==> config.mk <==
export PLATFORM = sky130hd
export DESIGN_NAME = idp_top
export DESIGN_NICKNAME = d
export VERILOG_FILES = /design/src/inc/idp_pkg.sv /design/src/hdl/idp_axil.sv /design/src/hdl/idp_check.sv /design/src/hdl/idp_top.sv
export SDC_FILE = /design/constraint.sdc
export NUM_CORES = 1
export LEC_CHECK = 0
export ABC_AREA = 1
export ABC_CLOCK_PERIOD_IN_PS = 3700
export BUFFER_PORTS_ARGS = -buffer_cell sky130_fd_sc_hd__buf_2
export CORE_MARGIN = 2
export CORE_UTILIZATION = 50
export DETAILED_ROUTE_END_ITERATION = 7
export GPL_TIMING_DRIVEN = 0
export PLACE_DENSITY_LB_ADDON = 0.3
export SETUP_SLACK_MARGIN = 0.2
export SYNTH_ARGS = -nofsm -noshare
export SYNTH_HDL_FRONTEND = slang
export SYNTH_SLANG_ARGS = --single-unit
export TNS_END_PERCENT = 50
==> constraint.sdc <==
create_clock -name aclk -period 3.7 [get_ports aclk]
set_clock_uncertainty 0.05 [all_clocks]
set_input_delay 0.37 -clock aclk [delete_from_list [all_inputs] [get_ports aclk]]
set_output_delay 0.37 -clock aclk [all_outputs]
set_load 0.01 [all_outputs]
==> src/inc/idp_pkg.sv <==
// package: register map, field layout, codes and helpers of the permission entry check
package idp_pkg;

  // ******************************************************
  // register map (byte addresses on the 8-bit bus address)
  // ******************************************************
  localparam int ADDR_W = 8;
  localparam logic [7:0] ENTRY_OFS = 8'h00;  // submitter identity, type, lock, usable
  localparam logic [7:0] ACCESS_OFS = 8'h04; // access identity, privilege, write, read
  localparam logic [7:0] STATUS_OFS = 8'h08; // sticky events, write one to clear
  localparam logic [7:0] MASK_OFS = 8'h0c;   // interrupt mask, same layout as status
  localparam logic [7:0] ERROR_OFS = 8'h10;  // code of the latest check

  // ******************************************************
  // field positions and reset values
  // ******************************************************
  localparam int ID_LSB = 12;       // both identity fields sit in bits 31:12
  localparam int ID_W = 20;
  localparam int TYPE_LSB = 2;      // entry type, bits 3:2
  localparam int LOCK_BIT = 1;      // update-lock flag
  localparam int USABLE_BIT = 0;    // usable flag
  localparam int PRIV_BIT = 2;      // access privilege control
  localparam int WEN_BIT = 1;       // write permission
  localparam int REN_BIT = 0;       // read permission
  localparam int EVT_W = 2;
  localparam int EVT_REJECT = 0;    // a descriptor was refused
  localparam int EVT_ACCEPT = 1;    // a descriptor was accepted
  localparam logic [31:0] ENTRY_RST = 32'h0000_0000;
  localparam logic [31:0] ACCESS_RST = 32'h0000_0000;
  localparam logic [1:0] MASK_RST = 2'h0;

  // ******************************************************
  // entry types and completion codes
  // ******************************************************
  localparam logic [1:0] TYPE_SINGLE = 2'h0; // single_access_single_submitter
  localparam logic [1:0] TYPE_MULTI = 2'h1;  // single_access_multi_submitter
  localparam logic [3:0] ERR_NONE = 4'h0;
  localparam logic [3:0] ERR_UNUSABLE = 4'h1;
  localparam logic [3:0] ERR_TYPE = 4'h2;
  localparam logic [3:0] ERR_UPDATE = 4'h3;
  localparam logic [3:0] ERR_WRITE = 4'h4;
  localparam logic [3:0] ERR_READ = 4'h5;
  localparam logic [3:0] ERR_SUBMIT = 4'h6;
  localparam logic [1:0] RESP_OKAY = 2'h0;
  localparam logic [1:0] RESP_SLVERR = 2'h2;

  // check sequencer states, one-hot
  typedef enum logic [1:0] {
    ST_IDLE = 2'b01,
    ST_BITMAP = 2'b10
  } idp_state_e;

  // ******************************************************
  // helpers
  // ******************************************************
  // replace the bytes selected by the strobes
  function automatic logic [31:0] idp_merge(input logic [31:0] old_v,
                                            input logic [31:0] new_v,
                                            input logic [3:0] strb);
    logic [31:0] r;
    r = old_v;
    for (int i = 0; i < 4; i++) begin
      if (strb[i]) begin
        r[i*8 +: 8] = new_v[i*8 +: 8];
      end
    end
    return r;
  endfunction

  // true for an address that holds a register
  function automatic logic idp_mapped(input logic [7:0] a);
    return (a == ENTRY_OFS) || (a == ACCESS_OFS) || (a == STATUS_OFS) ||
           (a == MASK_OFS) || (a == ERROR_OFS);
  endfunction

endpackage

==> src/hdl/idp_axil.sv <==
// module: axi4-lite slave front end that turns bus transfers into register strobes
module idp_axil
  import idp_pkg::*;
(
  // clock and reset
  input wire logic aclk,
  input wire logic aresetn,
  // axi4-lite write channels
  input wire logic [ADDR_W-1:0] awaddr,
  input wire logic awvalid,
  output logic awready,
  input wire logic [31:0] wdata,
  input wire logic [3:0] wstrb,
  input wire logic wvalid,
  output logic wready,
  output logic [1:0] bresp,
  output logic bvalid,
  input wire logic bready,
  // axi4-lite read channels
  input wire logic [ADDR_W-1:0] araddr,
  input wire logic arvalid,
  output logic arready,
  output logic [31:0] rdata,
  output logic [1:0] rresp,
  output logic rvalid,
  input wire logic rready,
  // register side
  output logic wr_en,
  output logic [ADDR_W-1:0] wr_addr,
  output logic [31:0] wr_data,
  output logic [3:0] wr_strb,
  output logic [ADDR_W-1:0] rd_addr,
  input wire logic [31:0] rd_data
);

  typedef struct packed {
    logic awready;
    logic wready;
    logic have_aw;
    logic have_w;
    logic [ADDR_W-1:0] waddr;
    logic [31:0] wdata;
    logic [3:0] wstrb;
    logic bvalid;
    logic [1:0] bresp;
    logic wr_en;
    logic arready;
    logic rpend;
    logic [ADDR_W-1:0] raddr;
    logic rvalid;
    logic [31:0] rdata;
    logic [1:0] rresp;
  } idp_axil_s;

  idp_axil_s st_reg;
  idp_axil_s st_next;

  // ******************************************************
  // next state
  // ******************************************************
  // address and data may come in either order; the response waits for both
  always_comb begin
    st_next = st_reg;
    st_next.wr_en = 1'b0;
    if (awvalid && st_reg.awready) begin
      st_next.have_aw = 1'b1;
      st_next.waddr = awaddr;
    end
    if (wvalid && st_reg.wready) begin
      st_next.have_w = 1'b1;
      st_next.wdata = wdata;
      st_next.wstrb = wstrb;
    end
    // both halves held: one register strobe for a mapped address, with the response in the same cycle
    if (st_reg.have_aw && st_reg.have_w && !st_reg.bvalid) begin
      st_next.wr_en = idp_mapped(st_reg.waddr);
      st_next.bresp = idp_mapped(st_reg.waddr) ? RESP_OKAY : RESP_SLVERR;
      st_next.bvalid = 1'b1;
      st_next.have_aw = 1'b0;
      st_next.have_w = 1'b0;
    end
    if (st_reg.bvalid && bready) begin
      st_next.bvalid = 1'b0;
    end
    // read: address one cycle, mux settles, data the next
    if (arvalid && st_reg.arready) begin
      st_next.rpend = 1'b1;
      st_next.raddr = araddr;
    end
    if (st_reg.rpend) begin
      st_next.rpend = 1'b0;
      st_next.rvalid = 1'b1;
      st_next.rdata = idp_mapped(st_reg.raddr) ? rd_data : 32'h0000_0000;
      st_next.rresp = idp_mapped(st_reg.raddr) ? RESP_OKAY : RESP_SLVERR;
    end
    if (st_reg.rvalid && rready) begin
      st_next.rvalid = 1'b0;
    end
    // one transfer of each kind at a time
    st_next.awready = !st_next.have_aw && !st_next.bvalid;
    st_next.wready = !st_next.have_w && !st_next.bvalid;
    st_next.arready = !st_next.rpend && !st_next.rvalid;
  end

  // ******************************************************
  // state register
  // ******************************************************
  always_ff @(posedge aclk) begin
    if (!aresetn) begin
      st_reg <= '0;
    end else begin
      st_reg <= st_next;
    end
  end

  assign awready = st_reg.awready;
  assign wready = st_reg.wready;
  assign bresp = st_reg.bresp;
  assign bvalid = st_reg.bvalid;
  assign arready = st_reg.arready;
  assign rdata = st_reg.rdata;
  assign rresp = st_reg.rresp;
  assign rvalid = st_reg.rvalid;
  assign wr_en = st_reg.wr_en;
  assign wr_addr = st_reg.waddr;
  assign wr_data = st_reg.wdata;
  assign wr_strb = st_reg.wstrb;
  assign rd_addr = st_reg.raddr;

endmodule

==> src/hdl/idp_check.sv <==
// module: combinational verdict of one descriptor against the entry fields
module idp_check
  import idp_pkg::*;
(
  // entry fields
  input wire logic usable,
  input wire logic lock,
  input wire logic [1:0] etype,
  input wire logic [ID_W-1:0] sub_id,
  input wire logic wen,
  input wire logic ren,
  // descriptor
  input wire logic [ID_W-1:0] pasid,
  input wire logic is_rd,
  input wire logic is_wr,
  input wire logic is_upd,
  // verdict
  output logic [3:0] err,
  output logic need_bitmap
);

  // ******************************************************
  // checks in priority order
  // ******************************************************
  // the first failing check names the error; no access is made on any error
  always_comb begin
    err = ERR_NONE;
    need_bitmap = 1'b0;
    if (!usable) begin
      err = ERR_UNUSABLE;
    end else if (etype != TYPE_SINGLE && etype != TYPE_MULTI) begin
      err = ERR_TYPE;
    end else if (is_upd && !lock) begin
      err = ERR_UPDATE;
    end else if (is_wr && !wen) begin
      err = ERR_WRITE;
    end else if (is_rd && !ren) begin
      err = ERR_READ;
    end else if (etype == TYPE_SINGLE && pasid != sub_id) begin
      err = ERR_SUBMIT;
    end else if (etype == TYPE_MULTI) begin
      need_bitmap = 1'b1;
    end
  end

endmodule

==> src/hdl/idp_top.sv <==
// module: permission table entry registers and the descriptor check sequencer
// the check sees the entry fields as they stand before the edge that
// takes the request, so a register write landing in that same cycle
// only affects the following descriptor
// a multi-submitter entry that passes the other checks needs one bitmap lookup, during which the
// request port is closed; every other verdict comes one edge after
// the request is taken
module idp_top
  import idp_pkg::*;
(
  // clock and reset
  input wire logic aclk,
  input wire logic aresetn,
  // axi4-lite write channels
  input wire logic [ADDR_W-1:0] awaddr,
  input wire logic awvalid,
  output logic awready,
  input wire logic [31:0] wdata,
  input wire logic [3:0] wstrb,
  input wire logic wvalid,
  output logic wready,
  output logic [1:0] bresp,
  output logic bvalid,
  input wire logic bready,
  // axi4-lite read channels
  input wire logic [ADDR_W-1:0] araddr,
  input wire logic arvalid,
  output logic arready,
  output logic [31:0] rdata,
  output logic [1:0] rresp,
  output logic rvalid,
  input wire logic rready,
  // descriptor check request from the engine
  input wire logic req_valid,
  output logic req_ready,
  input wire logic [ID_W-1:0] req_pasid,
  input wire logic req_priv,
  input wire logic req_rd,
  input wire logic req_wr,
  input wire logic req_upd,
  // check answer
  output logic rsp_valid,
  output logic rsp_ok,
  output logic [3:0] rsp_err,
  output logic [ID_W-1:0] rsp_acc_id,
  output logic rsp_priv,
  // submitter bitmap lookup in memory
  output logic bm_req,
  output logic [ID_W-1:0] bm_pasid,
  input wire logic bm_ack,
  input wire logic bm_bit,
  // interrupt
  output logic irq
);

  // ******************************************************
  // state
  // ******************************************************
  // all state sits in one struct: the next-state process fills a copy
  // and the register process copies it back on each edge
  typedef struct packed {
    logic [ID_W-1:0] sub_id;  // submitter identity
    logic [1:0] etype;        // entry type
    logic lock;               // update-lock flag
    logic usable;             // usable flag
    logic [ID_W-1:0] acc_id;  // access identity
    logic priv;               // access privilege control
    logic wen;                // write permission
    logic ren;                // read permission
    logic [EVT_W-1:0] status; // sticky events
    logic [EVT_W-1:0] mask;   // interrupt enables
    logic [3:0] last_err;     // code of the latest verdict
    idp_state_e state;        // sequencer state
    logic ready;              // request port open
    logic rsp_valid;          // one-cycle answer strobe
    logic rsp_ok;
    logic [3:0] rsp_err;
    logic [ID_W-1:0] rsp_acc_id;
    logic rsp_priv;
    logic bm_req;             // bitmap lookup pending
    logic [ID_W-1:0] bm_pasid;
    logic irq;
  } idp_top_s;

  idp_top_s st_reg;
  idp_top_s st_next;

  // register strobes from the bus slave
  logic wr_en;
  logic [ADDR_W-1:0] wr_addr;
  logic [31:0] wr_data;
  logic [3:0] wr_strb;
  logic [ADDR_W-1:0] rd_addr;
  logic [31:0] rd_data;

  // verdict of the checker
  logic [3:0] chk_err;
  logic chk_need_bm;

  // packed views of the two entry words
  logic [31:0] entry_word;
  logic [31:0] access_word;

  // ******************************************************
  // bus slave
  // ******************************************************
  // a write answers two edges after both halves arrive, a read two
  // edges after its address; masters should not rely on these
  // figures, since a wider bus front end may add wait states
  idp_axil u_axil (
    .aclk(aclk),
    .aresetn(aresetn),
    .awaddr(awaddr),
    .awvalid(awvalid),
    .awready(awready),
    .wdata(wdata),
    .wstrb(wstrb),
    .wvalid(wvalid),
    .wready(wready),
    .bresp(bresp),
    .bvalid(bvalid),
    .bready(bready),
    .araddr(araddr),
    .arvalid(arvalid),
    .arready(arready),
    .rdata(rdata),
    .rresp(rresp),
    .rvalid(rvalid),
    .rready(rready),
    .wr_en(wr_en),
    .wr_addr(wr_addr),
    .wr_data(wr_data),
    .wr_strb(wr_strb),
    .rd_addr(rd_addr),
    .rd_data(rd_data)
  );

  // ******************************************************
  // checker, fed straight from the request port
  // ******************************************************
  // purely combinational: the verdict is ready while the request is
  // offered and is registered only at the edge that takes it
  idp_check u_check (
    .usable(st_reg.usable),
    .lock(st_reg.lock),
    .etype(st_reg.etype),
    .sub_id(st_reg.sub_id),
    .wen(st_reg.wen),
    .ren(st_reg.ren),
    .pasid(req_pasid),
    .is_rd(req_rd),
    .is_wr(req_wr),
    .is_upd(req_upd),
    .err(chk_err),
    .need_bitmap(chk_need_bm)
  );

  // reserved bits read as zero
  assign entry_word = {st_reg.sub_id, 8'h00, st_reg.etype, st_reg.lock, st_reg.usable};
  assign access_word = {st_reg.acc_id, 9'h000, st_reg.priv, st_reg.wen, st_reg.ren};

  // ******************************************************
  // read mux
  // ******************************************************
  // the slave samples this one cycle after it took the address
  // unmapped addresses read zero; the slave flags them as errors
  always_comb begin
    unique case (rd_addr)
      ENTRY_OFS: rd_data = entry_word;
      ACCESS_OFS: rd_data = access_word;
      STATUS_OFS: rd_data = {30'h0000_0000, st_reg.status};
      MASK_OFS: rd_data = {30'h0000_0000, st_reg.mask};
      ERROR_OFS: rd_data = {28'h000_0000, st_reg.last_err};
      default: rd_data = 32'h0000_0000;
    endcase
  end

  // ******************************************************
  // next state
  // ******************************************************
  // writes and sequencer share one process so that the status update
  // sees the events and the clears of the same cycle together
  always_comb begin
    logic [31:0] merged;
    logic [EVT_W-1:0] evt_set;
    logic [EVT_W-1:0] evt_clr;
    merged = 32'h0000_0000;
    evt_set = '0;
    evt_clr = '0;
    st_next = st_reg;
    st_next.rsp_valid = 1'b0;

    // ---- register writes; guards use the flags as they stand before the write
    if (wr_en) begin
      unique case (wr_addr)
        ENTRY_OFS: begin
          merged = idp_merge(entry_word, wr_data, wr_strb);
          // the submitter identity is guarded by the usable flag alone
          if (!st_reg.usable) begin
            st_next.sub_id = merged[ID_LSB +: ID_W];
          end
          // type follows the same guard as the access word fields
          if (!st_reg.usable && !st_reg.lock) begin
            st_next.etype = merged[TYPE_LSB +: 2];
          end
          // flags stay open so software can always unlock the entry
          st_next.lock = merged[LOCK_BIT];
          st_next.usable = merged[USABLE_BIT];
        end
        ACCESS_OFS: begin
          merged = idp_merge(access_word, wr_data, wr_strb);
          // window attributes change by register only while both flags are clear
          if (!st_reg.usable && !st_reg.lock) begin
            st_next.acc_id = merged[ID_LSB +: ID_W];
            st_next.priv = merged[PRIV_BIT];
            st_next.wen = merged[WEN_BIT];
            st_next.ren = merged[REN_BIT];
          end
        end
        STATUS_OFS: begin
          // write one to clear; only byte lane 0 carries event bits
          if (wr_strb[0]) begin
            evt_clr = wr_data[EVT_W-1:0];
          end
        end
        MASK_OFS: begin
          // mask bits also live in byte lane 0
          if (wr_strb[0]) begin
            st_next.mask = wr_data[EVT_W-1:0];
          end
        end
        default: begin
          // the error code is read only
        end
      endcase
    end

    // ---- check sequencer
    unique case (st_reg.state)
      ST_IDLE: begin
        if (req_valid && st_reg.ready) begin
          // identity and privilege for the access are fixed at acceptance
          st_next.rsp_acc_id = st_reg.acc_id;
          st_next.rsp_priv = st_reg.priv ? req_priv : 1'b0;
          if (chk_need_bm) begin
            // multi-submitter entry: ask memory for the bitmap bit
            st_next.state = ST_BITMAP;
            st_next.bm_req = 1'b1;
            st_next.bm_pasid = req_pasid;
          end else begin
            // verdict is known now; a failure carries its own code
            st_next.rsp_valid = 1'b1;
            st_next.rsp_ok = (chk_err == ERR_NONE);
            st_next.rsp_err = chk_err;
            st_next.last_err = chk_err;
            evt_set[EVT_REJECT] = (chk_err != ERR_NONE);
            evt_set[EVT_ACCEPT] = (chk_err == ERR_NONE);
          end
        end
      end
      ST_BITMAP: begin
        // the request port stays closed until the lookup is answered
        if (bm_ack) begin
          // a clear bitmap bit refuses the submitter
          st_next.state = ST_IDLE;
          st_next.bm_req = 1'b0;
          st_next.rsp_valid = 1'b1;
          st_next.rsp_ok = bm_bit;
          st_next.rsp_err = bm_bit ? ERR_NONE : ERR_SUBMIT;
          st_next.last_err = bm_bit ? ERR_NONE : ERR_SUBMIT;
          evt_set[EVT_REJECT] = !bm_bit;
          evt_set[EVT_ACCEPT] = bm_bit;
        end
      end
    endcase

    // no new request while a lookup is outstanding
    // so the bitmap index cannot change in the middle of a lookup
    st_next.ready = (st_next.state == ST_IDLE);

    // ---- interrupts: a fresh event beats a clear in the same cycle
    // irq is registered from the next status, so it changes on the same edge as the status
    st_next.status = (st_reg.status & ~evt_clr) | evt_set;
    st_next.irq = |(st_next.status & st_next.mask);
  end

  // ******************************************************
  // state register
  // ******************************************************
  // synchronous reset; fields are named again so that their reset
  // values come from the package constants, not from the zero fill
  always_ff @(posedge aclk) begin
    if (!aresetn) begin
      st_reg <= '0;
      st_reg.sub_id <= ENTRY_RST[ID_LSB +: ID_W];
      st_reg.etype <= ENTRY_RST[TYPE_LSB +: 2];
      st_reg.lock <= ENTRY_RST[LOCK_BIT];
      st_reg.usable <= ENTRY_RST[USABLE_BIT];
      st_reg.acc_id <= ACCESS_RST[ID_LSB +: ID_W];
      st_reg.priv <= ACCESS_RST[PRIV_BIT];
      st_reg.wen <= ACCESS_RST[WEN_BIT];
      st_reg.ren <= ACCESS_RST[REN_BIT];
      st_reg.mask <= MASK_RST;
      st_reg.last_err <= ERR_NONE;
      st_reg.state <= ST_IDLE;
    end else begin
      st_reg <= st_next;
    end
  end

  // ******************************************************
  // outputs, each from the state register
  // ******************************************************
  // no logic between these registers and the pins
  assign req_ready = st_reg.ready;
  assign rsp_valid = st_reg.rsp_valid;
  assign rsp_ok = st_reg.rsp_ok;
  assign rsp_err = st_reg.rsp_err;
  assign rsp_acc_id = st_reg.rsp_acc_id;
  assign rsp_priv = st_reg.rsp_priv;
  assign bm_req = st_reg.bm_req;
  assign bm_pasid = st_reg.bm_pasid;
  assign irq = st_reg.irq;

endmodule

==> results of run 1 <==
==> cell type report <==
cell class | count | share of cell area [%]
sequential | 184 | 38.2
clock buffer | 22 | 4.82
clock inverter | 8 | 1.03
multi-input combinational | 633 | 32.2
buffer | 127 | 8.75
timing repair buffer | 157 | 8.15
inverter | 104 | 4.05
tap | 216 | 2.80
==> kinds of logic after synthesis <==
group,synth area share [%]
XOR/XNOR,0.549
AO/OA/AOI/OAI,20.3
buffers and inverters,15.5
flip-flops,46.2
other,0.0470
AND/OR/NAND/NOR,17.5
==> worst min-delay path by stage <==
stage | start | endpoint | slack [ns] | cells after the start
2_1_floorplan | u_axil.st_reg[94] | u_axil.awready | 0.35 | 1
3_3_place_gp | u_axil.st_reg[94] | u_axil.awready | 0.37 | 1
3_5_place_dp | u_axil.st_reg[94] | u_axil.awready | 0.36 | 1
4_1_cts | wdata[29] | u_axil.wr_data[29] | 0.14 | 3
5_1_grt | wdata[20] | u_axil.wr_data[20] | 0.16 | 3
6_report | wstrb[1] | u_axil.wr_strb[1] | 0.14 | 3
==> layout by cell type (no fill, tap or decap), types with 3 or more instances in the layout <==
cell type / n
dfxtp_1: 184
buf_2: 159
nand2_1: 148
nor2_1: 120
o21ai_0: 119
a21oi_1: 115
inv_1: 93
buf_4: 81
clkbuf_1: 38
o21ai_1: 23
o22ai_1: 22
clkbuf_16: 17
nand3_1: 12
a21oi_2: 12
conb_1: 11
inv_2: 10
buf_6: 8
nor3_1: 6
nor2_4: 5
nand3_2: 4
nand2_2: 4
xnor2_1: 4
nor2_2: 3
a31oi_1: 3
a211oi_1: 3
clkinv_2: 3
==> power by group <==
part	switching, mW	internal, mW
Combinational	0.279	0.175
Sequential	0.0464	2.05
Clock	0.746	1.02
Total	1.07	3.24
==> critical path: stages, from the launching register on <==
cell	delay (ns)
dfxtp_1	0.32
nor2_1	0.19
nand3_2	0.17
inv_1	0.08
nand3_1	0.20
buf_2	0.27
o22ai_1	0.33
nand2_1	0.11
a21oi_1	0.13
==> routing by layer <==
| layer | vias to the layer above | GRT usage, % | wire, um |
|---|---|---|---|
| met3 | 53 | 5.70 | 1610 |
| met2 | 292 | 42.9 | 10200 |
| met1 | 3366 | 32.5 | 9170 |
| li1 | 3663 | - | - |
| met5 | - | 0 | 0 |
| met4 | 0 | 11.6 | 761 |
==> reports/qor.csv, run 1 <==
metric,value,unit
Post-CTS Setup Bufs,0,
WP data arrival,2.23,ns
Clock Path Buffers,2,
Slew HR,48.5,%
Starting Density,50.8,%
# setup viols final,0,
CTS root buf,clkbuf_16,
CP Class,reg -> reg,
"Seq/Total Area, Yosys",46.2,%
cell area after synthesis,0.00798,mm2
overall die height,130,um
most common cell in the netlist,dfxtp_1,
Total Neg Setup Slack,0,ns
status,"finished, final reports clean",
First-pass DRT Iterations,7,
clock sink count,184,
total CTS buffers,17,
Hold WS,0.141,ns
sequential cell area,0.00368,mm2
core area,0.0157,mm2
dpl ws,1.72,ns
P per Cell Area,447,mW/mm2
worst vdd ir,322,uV
initial antenna violation count,0,
synth cell count leaders,"184 x dfxtp_1, 148 x nand2_1, 120 x nor2_1, 119 x o21ai_0, 115 x a21oi_1",
Top Ports,177,
largest area contributor in the netlist,dfxtp_1,
share of cells above drive strength 1,26.1,%
Finished Layout Cells,1451,
final hold vios,0,
Die W,130,um
I/O Buffers,157,
DR vias,7374,
Worst Hold Class,in -> reg,
area occupied by multi-input gates,0.00310,mm2
max_cap viols,0,
worst setup margin,1.77,ns
DIE AREA,0.0170,mm2
TritonCTS clock tree,done,
crit path max fanout,10,
All-Layer GR Usage,25.9,%
ANT nets after route,0,
dpl cells,1421,
design area,0.00964,mm2
reg2reg end,u_axil.rdata[15],
clock slew at reported path FFs,0.06,ns
Worst Setup SP,u_axil.rd_addr[5],
post-synth cell types,41,
leak pwr,4.32,nW
min cycle time layout,1.93,ns
area grow syn2layout,20.8,%
Final #Nets,1310,
DRC,0,
Routed WL,21.7,mm
post-layout util,61.3,%
total design power,4.31,mW
DR vias/cell,5.08,
Routed wire per std cell,15.0,um
"FF+latch count, synth",184,
htree depth,4,
n_diodes,0,
vias in the first global route,6772,
DR iter-0 viols,573,
global-route wire length before repair,33.5,mm
reg2reg start,u_axil.rd_addr[5],
WP data required,4.00,ns
Worst-Margin Slew,0.773,ns
"setup slack, reg-to-reg",1.77,ns
asr flop ratio synth,0,%
R2R depth,8,
Clock Latency Late Sink,0.43,ns
Worst setup EP type,flip-flop,
CTS Hold Bufs,0,
Synth area leaders,"dfxtp_1 46%, buf_4 7.6%, o21ai_0 7.5%, a21oi_1 7.2%, nand2_1 7.0%",
placer congestion estimate,0.901,
Final Max Tran Viols,0,
Fillers,1424,
Post-synth EDFFs,0,
f_max,519,MHz
cell row count,46,
Synth Flop Type,dfxtp_1,
Synth Warn #,0,
part of the cycle the worst path needs,52.1,%
worst setup path end,u_axil.rdata[15],
Syn Area/Cell,7.69,um2
Setup crit start kind,flip-flop,
total gr overflow,0,
share of the synthesized area in the top cell type,46.2,%
placed inst area,0.00907,mm2
Syn Inst Count,1038,
CTS-repair resized insts,0,
RSZ-0062 raised after global routing,no,
largest net degree at the start of global routing,17,
DPL Wire Length,16.6,mm
Power figures use the tool's default switching activity.
==> run 2: changes to the inputs <==
ABC_CLOCK_PERIOD_IN_PS = 1700   (was 3700)
CORE_UTILIZATION = 49   (was 50)
clock period = 1.7 ns   (was 3.7 ns; I/O delays follow)
==> run 2 against run 1 <==
The run now ends with setup timing left. Flip-flop and latch count unchanged. First-iteration DRC count grew 58%. Cell count up 7.9%. Non-clock buffer count grew 111. Register-to-register slack lost 2.0 ns. Combinational power grew to 3.4 times the previous value. Largest power group unchanged. Highest routed layer unchanged.
==> reports/qor.csv, run 2 (synthesis results as in run 1) <==
metric,value,unit
Routed wire per std cell,17.9,um
Final Max Tran Viols,0,
DRC,0,
placer congestion estimate,0.920,
Clock Latency Late Sink,0.44,ns
Top Ports,177,
most frequent cells in the layout,"164 x dfxtp_1, 158 x buf_2, 122 x nand2_1",
DR vias/cell,5.45,
max_cap viols,0,
Slew HR,45.1,%
"leading cell type in the layout, fill and taps excluded",dfxtp_1,
Final #Nets,1422,
htree depth,4,
Die W,132,um
area grow syn2layout,46.0,%
CTS root buf,clkbuf_16,
Sequential Power Share,45.7,%
# setup viols final,24,
ANT nets after route,0,
worst setup path end,st_reg[53],
initial antenna violation count,0,
Comb pwr share,15.2,%
part of the cycle the worst path needs,111,%
status,finished with violations,
"setup slack, reg-to-reg",-0.19,ns
switching part of the total power,27.4,%
I/O Buffers,157,
reg2reg end,st_reg[53],
Power Internal,7.29,mW
vias in the first global route,7651,
Routed WL,28.1,mm
overall die height,132,um
Worst-Margin Slew,0.824,ns
Psw,2.75,mW
reg2reg start,entry_word[12],
clock sink count,184,
final hold vios,0,
Worst Hold Class,in -> reg,
cell row count,46,
RSZ-0062 raised after global routing,yes,
total gr overflow,0,
Crit-path slowest cell,dfxtp_2,
largest net degree at the start of global routing,17,
crit path max fanout,3,
Worst setup EP type,flip-flop,
P per Cell Area,861,mW/mm2
clock slew at reported path FFs,0.07,ns
Total Neg Setup Slack,-1.57,ns
Starting Density,50.2,%
dpl cells,1421,
R2R depth,13,
First-pass DRT Iterations,6,
DR iter-0 viols,908,
f_max,530,MHz
WP data required,1.98,ns
min cycle time layout,1.89,ns
global-route wire length before repair,39.7,mm
Finished Layout Cells,1565,
worst vdd ir,868,uV
CP Class,reg -> reg,
crit path cell chain,inv_2 -> nand2_2 -> nand2_2 -> nor2_2 -> nand2_1 -> nor2_1 -> nand3_2 -> nand3_2 -> nand2_2 -> buf_4 -> nand2_1 -> o21a_1 -> nor2_1,
All-Layer GR Usage,29.1,%
DR vias,8528,
Setup crit start kind,flip-flop,
DPL Wire Length,16.9,mm
Clock Path Buffers,2,
leak pwr,5.00,nW
failing checks,setup timing,
total CTS buffers,17,
n_diodes,0,
design area,0.0116,mm2
Clock power frac,39.1,%
post-layout util,73.3,%
DIE AREA,0.0173,mm2
WP data arrival,2.17,ns
peak per-stage delay on the critical path,0.34,ns
min-delay src,bready,
"most used cell, CP",nand2_2,
TritonCTS clock tree,done,
share of cells above drive strength 1,41.9,%
worst setup margin,-0.188,ns
core area,0.0159,mm2
placed inst area,0.00907,mm2
Worst Setup SP,entry_word[12],
Hold WS,0.00857,ns
-- run 2: cell count changes in the layout (fill, tap and decap cells not counted), sizes merged --
cell,delta
inv,+4
bufinv,-1
nor2,+1
clkinvlp,+1
dlygate4sd3,+62
clkinv,-1
buf,+48
-- run 2: final cells by class --
cell class	instances	area, um2
plain buffers	127	893
clock buffers	21	470
clock inverters	11	110
fillers	1064	4240
inverters	104	395
multi-input cells	634	3920
flip-flops and latches	184	3710
well taps	216	270
repair buffers	268	1890
-- run 2: worst min-delay path by stage --
stage               slack [ns]  depth (start not counted)            endpoint
finish                   0.009                          4       u_axil.bvalid
global placement          0.36                          3  u_axil.wr_data[20]
detailed placement        0.36                          1      u_axil.awready
CTS                      0.007                          4       u_axil.bvalid
global route              0.02                          3        bm_pasid[13]
floorplan                 0.25                          2        bm_pasid[14]
-- run 2: through the flow --
stage | setup slack [ns] | power [mW]
floorplan | 0.230 | 5.27
global placement | -0.160 | 5.60
detailed placement | -0.185 | 5.62
CTS | -0.00126 | 9.83
global route | -0.184 | 10.3
finish | -0.188 | 10.0
-- run 2: power groups by stage --
stage	Clock, mW	Sequential (mW)	Combinational [mW]
CTS	3.91	4.56	1.36
global route	4.09	4.59	1.62
global placement	0	4.65	0.958
detailed placement	0	4.65	0.975
floorplan	0	4.62	0.650
finish	3.93	4.58	1.52
-- run 2: what timing repair did --
action / 4_1_cts / 5_1_grt
hold buffers: 62 / 0
pin swaps: 65 / 53
endpoints found under the setup margin: 128 / 140
gates cloned: 9 / 1
buffers inserted: 29 / 11
endpoints found under the hold margin: 62 / 0
gates resized for setup: 195 / 102
-- run 2: per-layer routing --
metal  global-route usage (%)  part of all wire, %  vias to the layer above
met5                        0                    0                        -
met4                     14.5                  5.1                        0
met3                     5.44                   10                      129
met2                     46.9                   46                      578
met1                     37.5                   39                     3929
li1                         -                    -                     3892
-- run 2: critical path: cells and delay by family (launching register included) --
family / cells / cell delay [ns]
AO/OA/AOI/OAI: 1 / 0.14
flip-flops: 1 / 0.34
AND/OR/NAND/NOR: 10 / 1.02
buffers and inverters: 2 / 0.23
==> run 3: changes to the inputs <==
--- a/config.mk
+++ b/config.mk
@@ -7,8 +7,8 @@
 export LEC_CHECK = 0
 export ABC_AREA = 1
-export ABC_CLOCK_PERIOD_IN_PS = 1700
-export BUFFER_PORTS_ARGS = -buffer_cell sky130_fd_sc_hd__buf_2
+export ABC_CLOCK_PERIOD_IN_PS = 1800
+export BUFFER_PORTS_ARGS = -buffer_cell sky130_fd_sc_hd__buf_4
 export CORE_MARGIN = 2
-export CORE_UTILIZATION = 49
+export CORE_UTILIZATION = 50
 export DETAILED_ROUTE_END_ITERATION = 7
 export GPL_TIMING_DRIVEN = 0
==> constraint.sdc (replaced) <==
create_clock -name aclk -period 1.8 [get_ports aclk]
set_clock_uncertainty 0.05 [all_clocks]
set_input_delay 0.18 -clock aclk [delete_from_list [all_inputs] [get_ports aclk]]
set_output_delay 0.18 -clock aclk [all_outputs]
set_load 0.1 [all_outputs]
==> run 3 against run 2 <==
Via count decreased by 4.4%. The flow now finishes without violations. Register-to-register slack improved by 0.23 ns. Fmax is 7.1% higher. Critical path type unchanged.
==> reports/qor.csv, run 3 (synthesis results as in run 1) <==
metric,value,unit
status,"finished, final reports clean",
worst vdd ir,755,uV
DRC,0,
DIE AREA,0.0170,mm2
Routed wire per std cell,16.5,um
n_diodes,0,
htree depth,4,
DR vias,8154,
Power Internal,7.46,mW
f_max,567,MHz
Worst Hold Class,in -> reg,
top sig layer,met4,
global-route wire length before repair,37.8,mm
met3 wire len,1.80,mm
area grow syn2layout,46.6,%
core area,0.0157,mm2
cell row count,46,
initial antenna violation count,0,
dpl cells,1421,
Worst setup EP type,flip-flop,
First-pass DRT Iterations,7,
total gr overflow,0,
Psw,2.84,mW
CP Class,reg -> reg,
RSZ-0062 raised after global routing,yes,
largest net degree at the start of global routing,17,
Clock Path Buffers,2,
DR iter-0 viols,695,
clock slew at reported path FFs,0.06,ns
Hold WS,0.0133,ns
Hold Path Cell Cnt,3,
Final Max Tran Viols,0,
switching part of the total power,27.6,%
Die W,130,um
Finished Layout Cells,1549,
ANT nets after route,0,
WP data required,2.09,ns
R2R depth,12,
clock sink count,184,
I/O Buffers,157,
Slew HR,50.5,%
crit path max fanout,2,
Sequential Power Share,41.9,%
Final #Nets,1406,
Worst-Margin Slew,0.743,ns
metal1 wirelength,10.2,mm
overall die height,130,um
"leading cell type in the layout, fill and taps excluded",buf_4,
DR vias/cell,5.26,
final hold vios,0,
Top Ports,177,
WL met2,12.6,mm
Clock Latency Late Sink,0.44,ns
Routed WL,25.6,mm
DPL Wire Length,16.7,mm
total CTS buffers,17,
Starting Density,50.8,%
All-Layer GR Usage,29.2,%
# setup viols final,0,
Clock power frac,41.1,%
WP data arrival,2.05,ns
leak pwr,5.00,nW
Setup crit start kind,flip-flop,
P per Cell Area,881,mW/mm2
Comb pwr share,17.0,%
vias in the first global route,7536,
placer congestion estimate,0.898,
share of cells above drive strength 1,36.9,%
CTS root buf,clkbuf_16,
min cycle time layout,1.76,ns
most frequent cells in the layout,"261 x buf_4, 164 x dfxtp_1, 130 x nand2_1",
part of the cycle the worst path needs,97.9,%
max_cap viols,0,
TritonCTS clock tree,done,
run 3: metrics by stage:
| step | setup WS (ns) | utilization (%) | setup TNS [ns] | total power [mW] | cell area (um2) |
|---|---|---|---|---|---|
| 2_1_floorplan | 0.0758 | - | 0 | 5.38 | 8030 |
| 3_3_place_gp | -0.0358 | 60.3 | -0.0358 | 5.76 | 9480 |
| 3_5_place_dp | -0.0396 | 60.3 | -0.113 | 5.78 | 9480 |
| 4_1_cts | 0.0806 | 71.9 | 0 | 10.2 | 11300 |
| 5_1_grt | -0.0675 | 74.4 | -0.213 | 10.6 | 11700 |
| 6_report | 0.0372 | 74.4 | 0 | 10.3 | 11700 |
run 3: routing by layer:
layer	vias up	track usage, %
met2	385	49.8
met3	74	4.55
met4	0	13.0
li1	3853	-
met1	3842	36.7
met5	-	0
run 3: area by class of cell:
cell class	instances	area (um2)
Clock inverter	11	191
Multi-Input combinational cell	633	3630
Clock buffer	21	482
Inverter	104	400
Buffer	127	913
Tap cell	216	270
Sequential cell	184	3710
Fill cell	1083	4020
Timing Repair Buffer	253	2090
run 3: timing repair:
item / 4_1_cts / 5_1_grt
setup buffers: 18 / 10
gates resized for setup: 89 / 111
setup endpoints to repair: 77 / 126
cloned: 3 / 0
pin swaps: 26 / 43
hold buffers: 65 / 0
hold endpoints to repair: 65 / 0
run 3: path summary, 6_finish.rpt:
kind,end,from,slack (ns)
max reg2reg,irq,entry_word[19],0.04
min reg2reg,u_axil.wready,u_axil.st_reg[93],0.38
min,bm_pasid[12],req_pasid[12],0.01
max,irq,entry_word[19],0.04
run 3: critical path, stage by stage (launching register included):
cell     delay, ns
dfxtp_1       0.42
xnor2_1       0.15
nand2_1       0.08
nor2_1        0.18
nand3_2       0.16
nand2_1       0.10
nand2_1       0.08
nand2_1       0.13
nand2_2       0.08
nand2_4       0.07
nand2_2       0.05
nand2_1       0.06
nand2_1       0.05
run 3: power by group through the flow:
stage	Sequential [mW]	Clock, mW	Combinational [mW]
2_1_floorplan	4.44	0	0.940
3_3_place_gp	4.39	0	1.38
3_5_place_dp	4.39	0	1.39
4_1_cts	4.30	4.23	1.62
5_1_grt	4.32	4.41	1.85
6_report	4.31	4.24	1.75
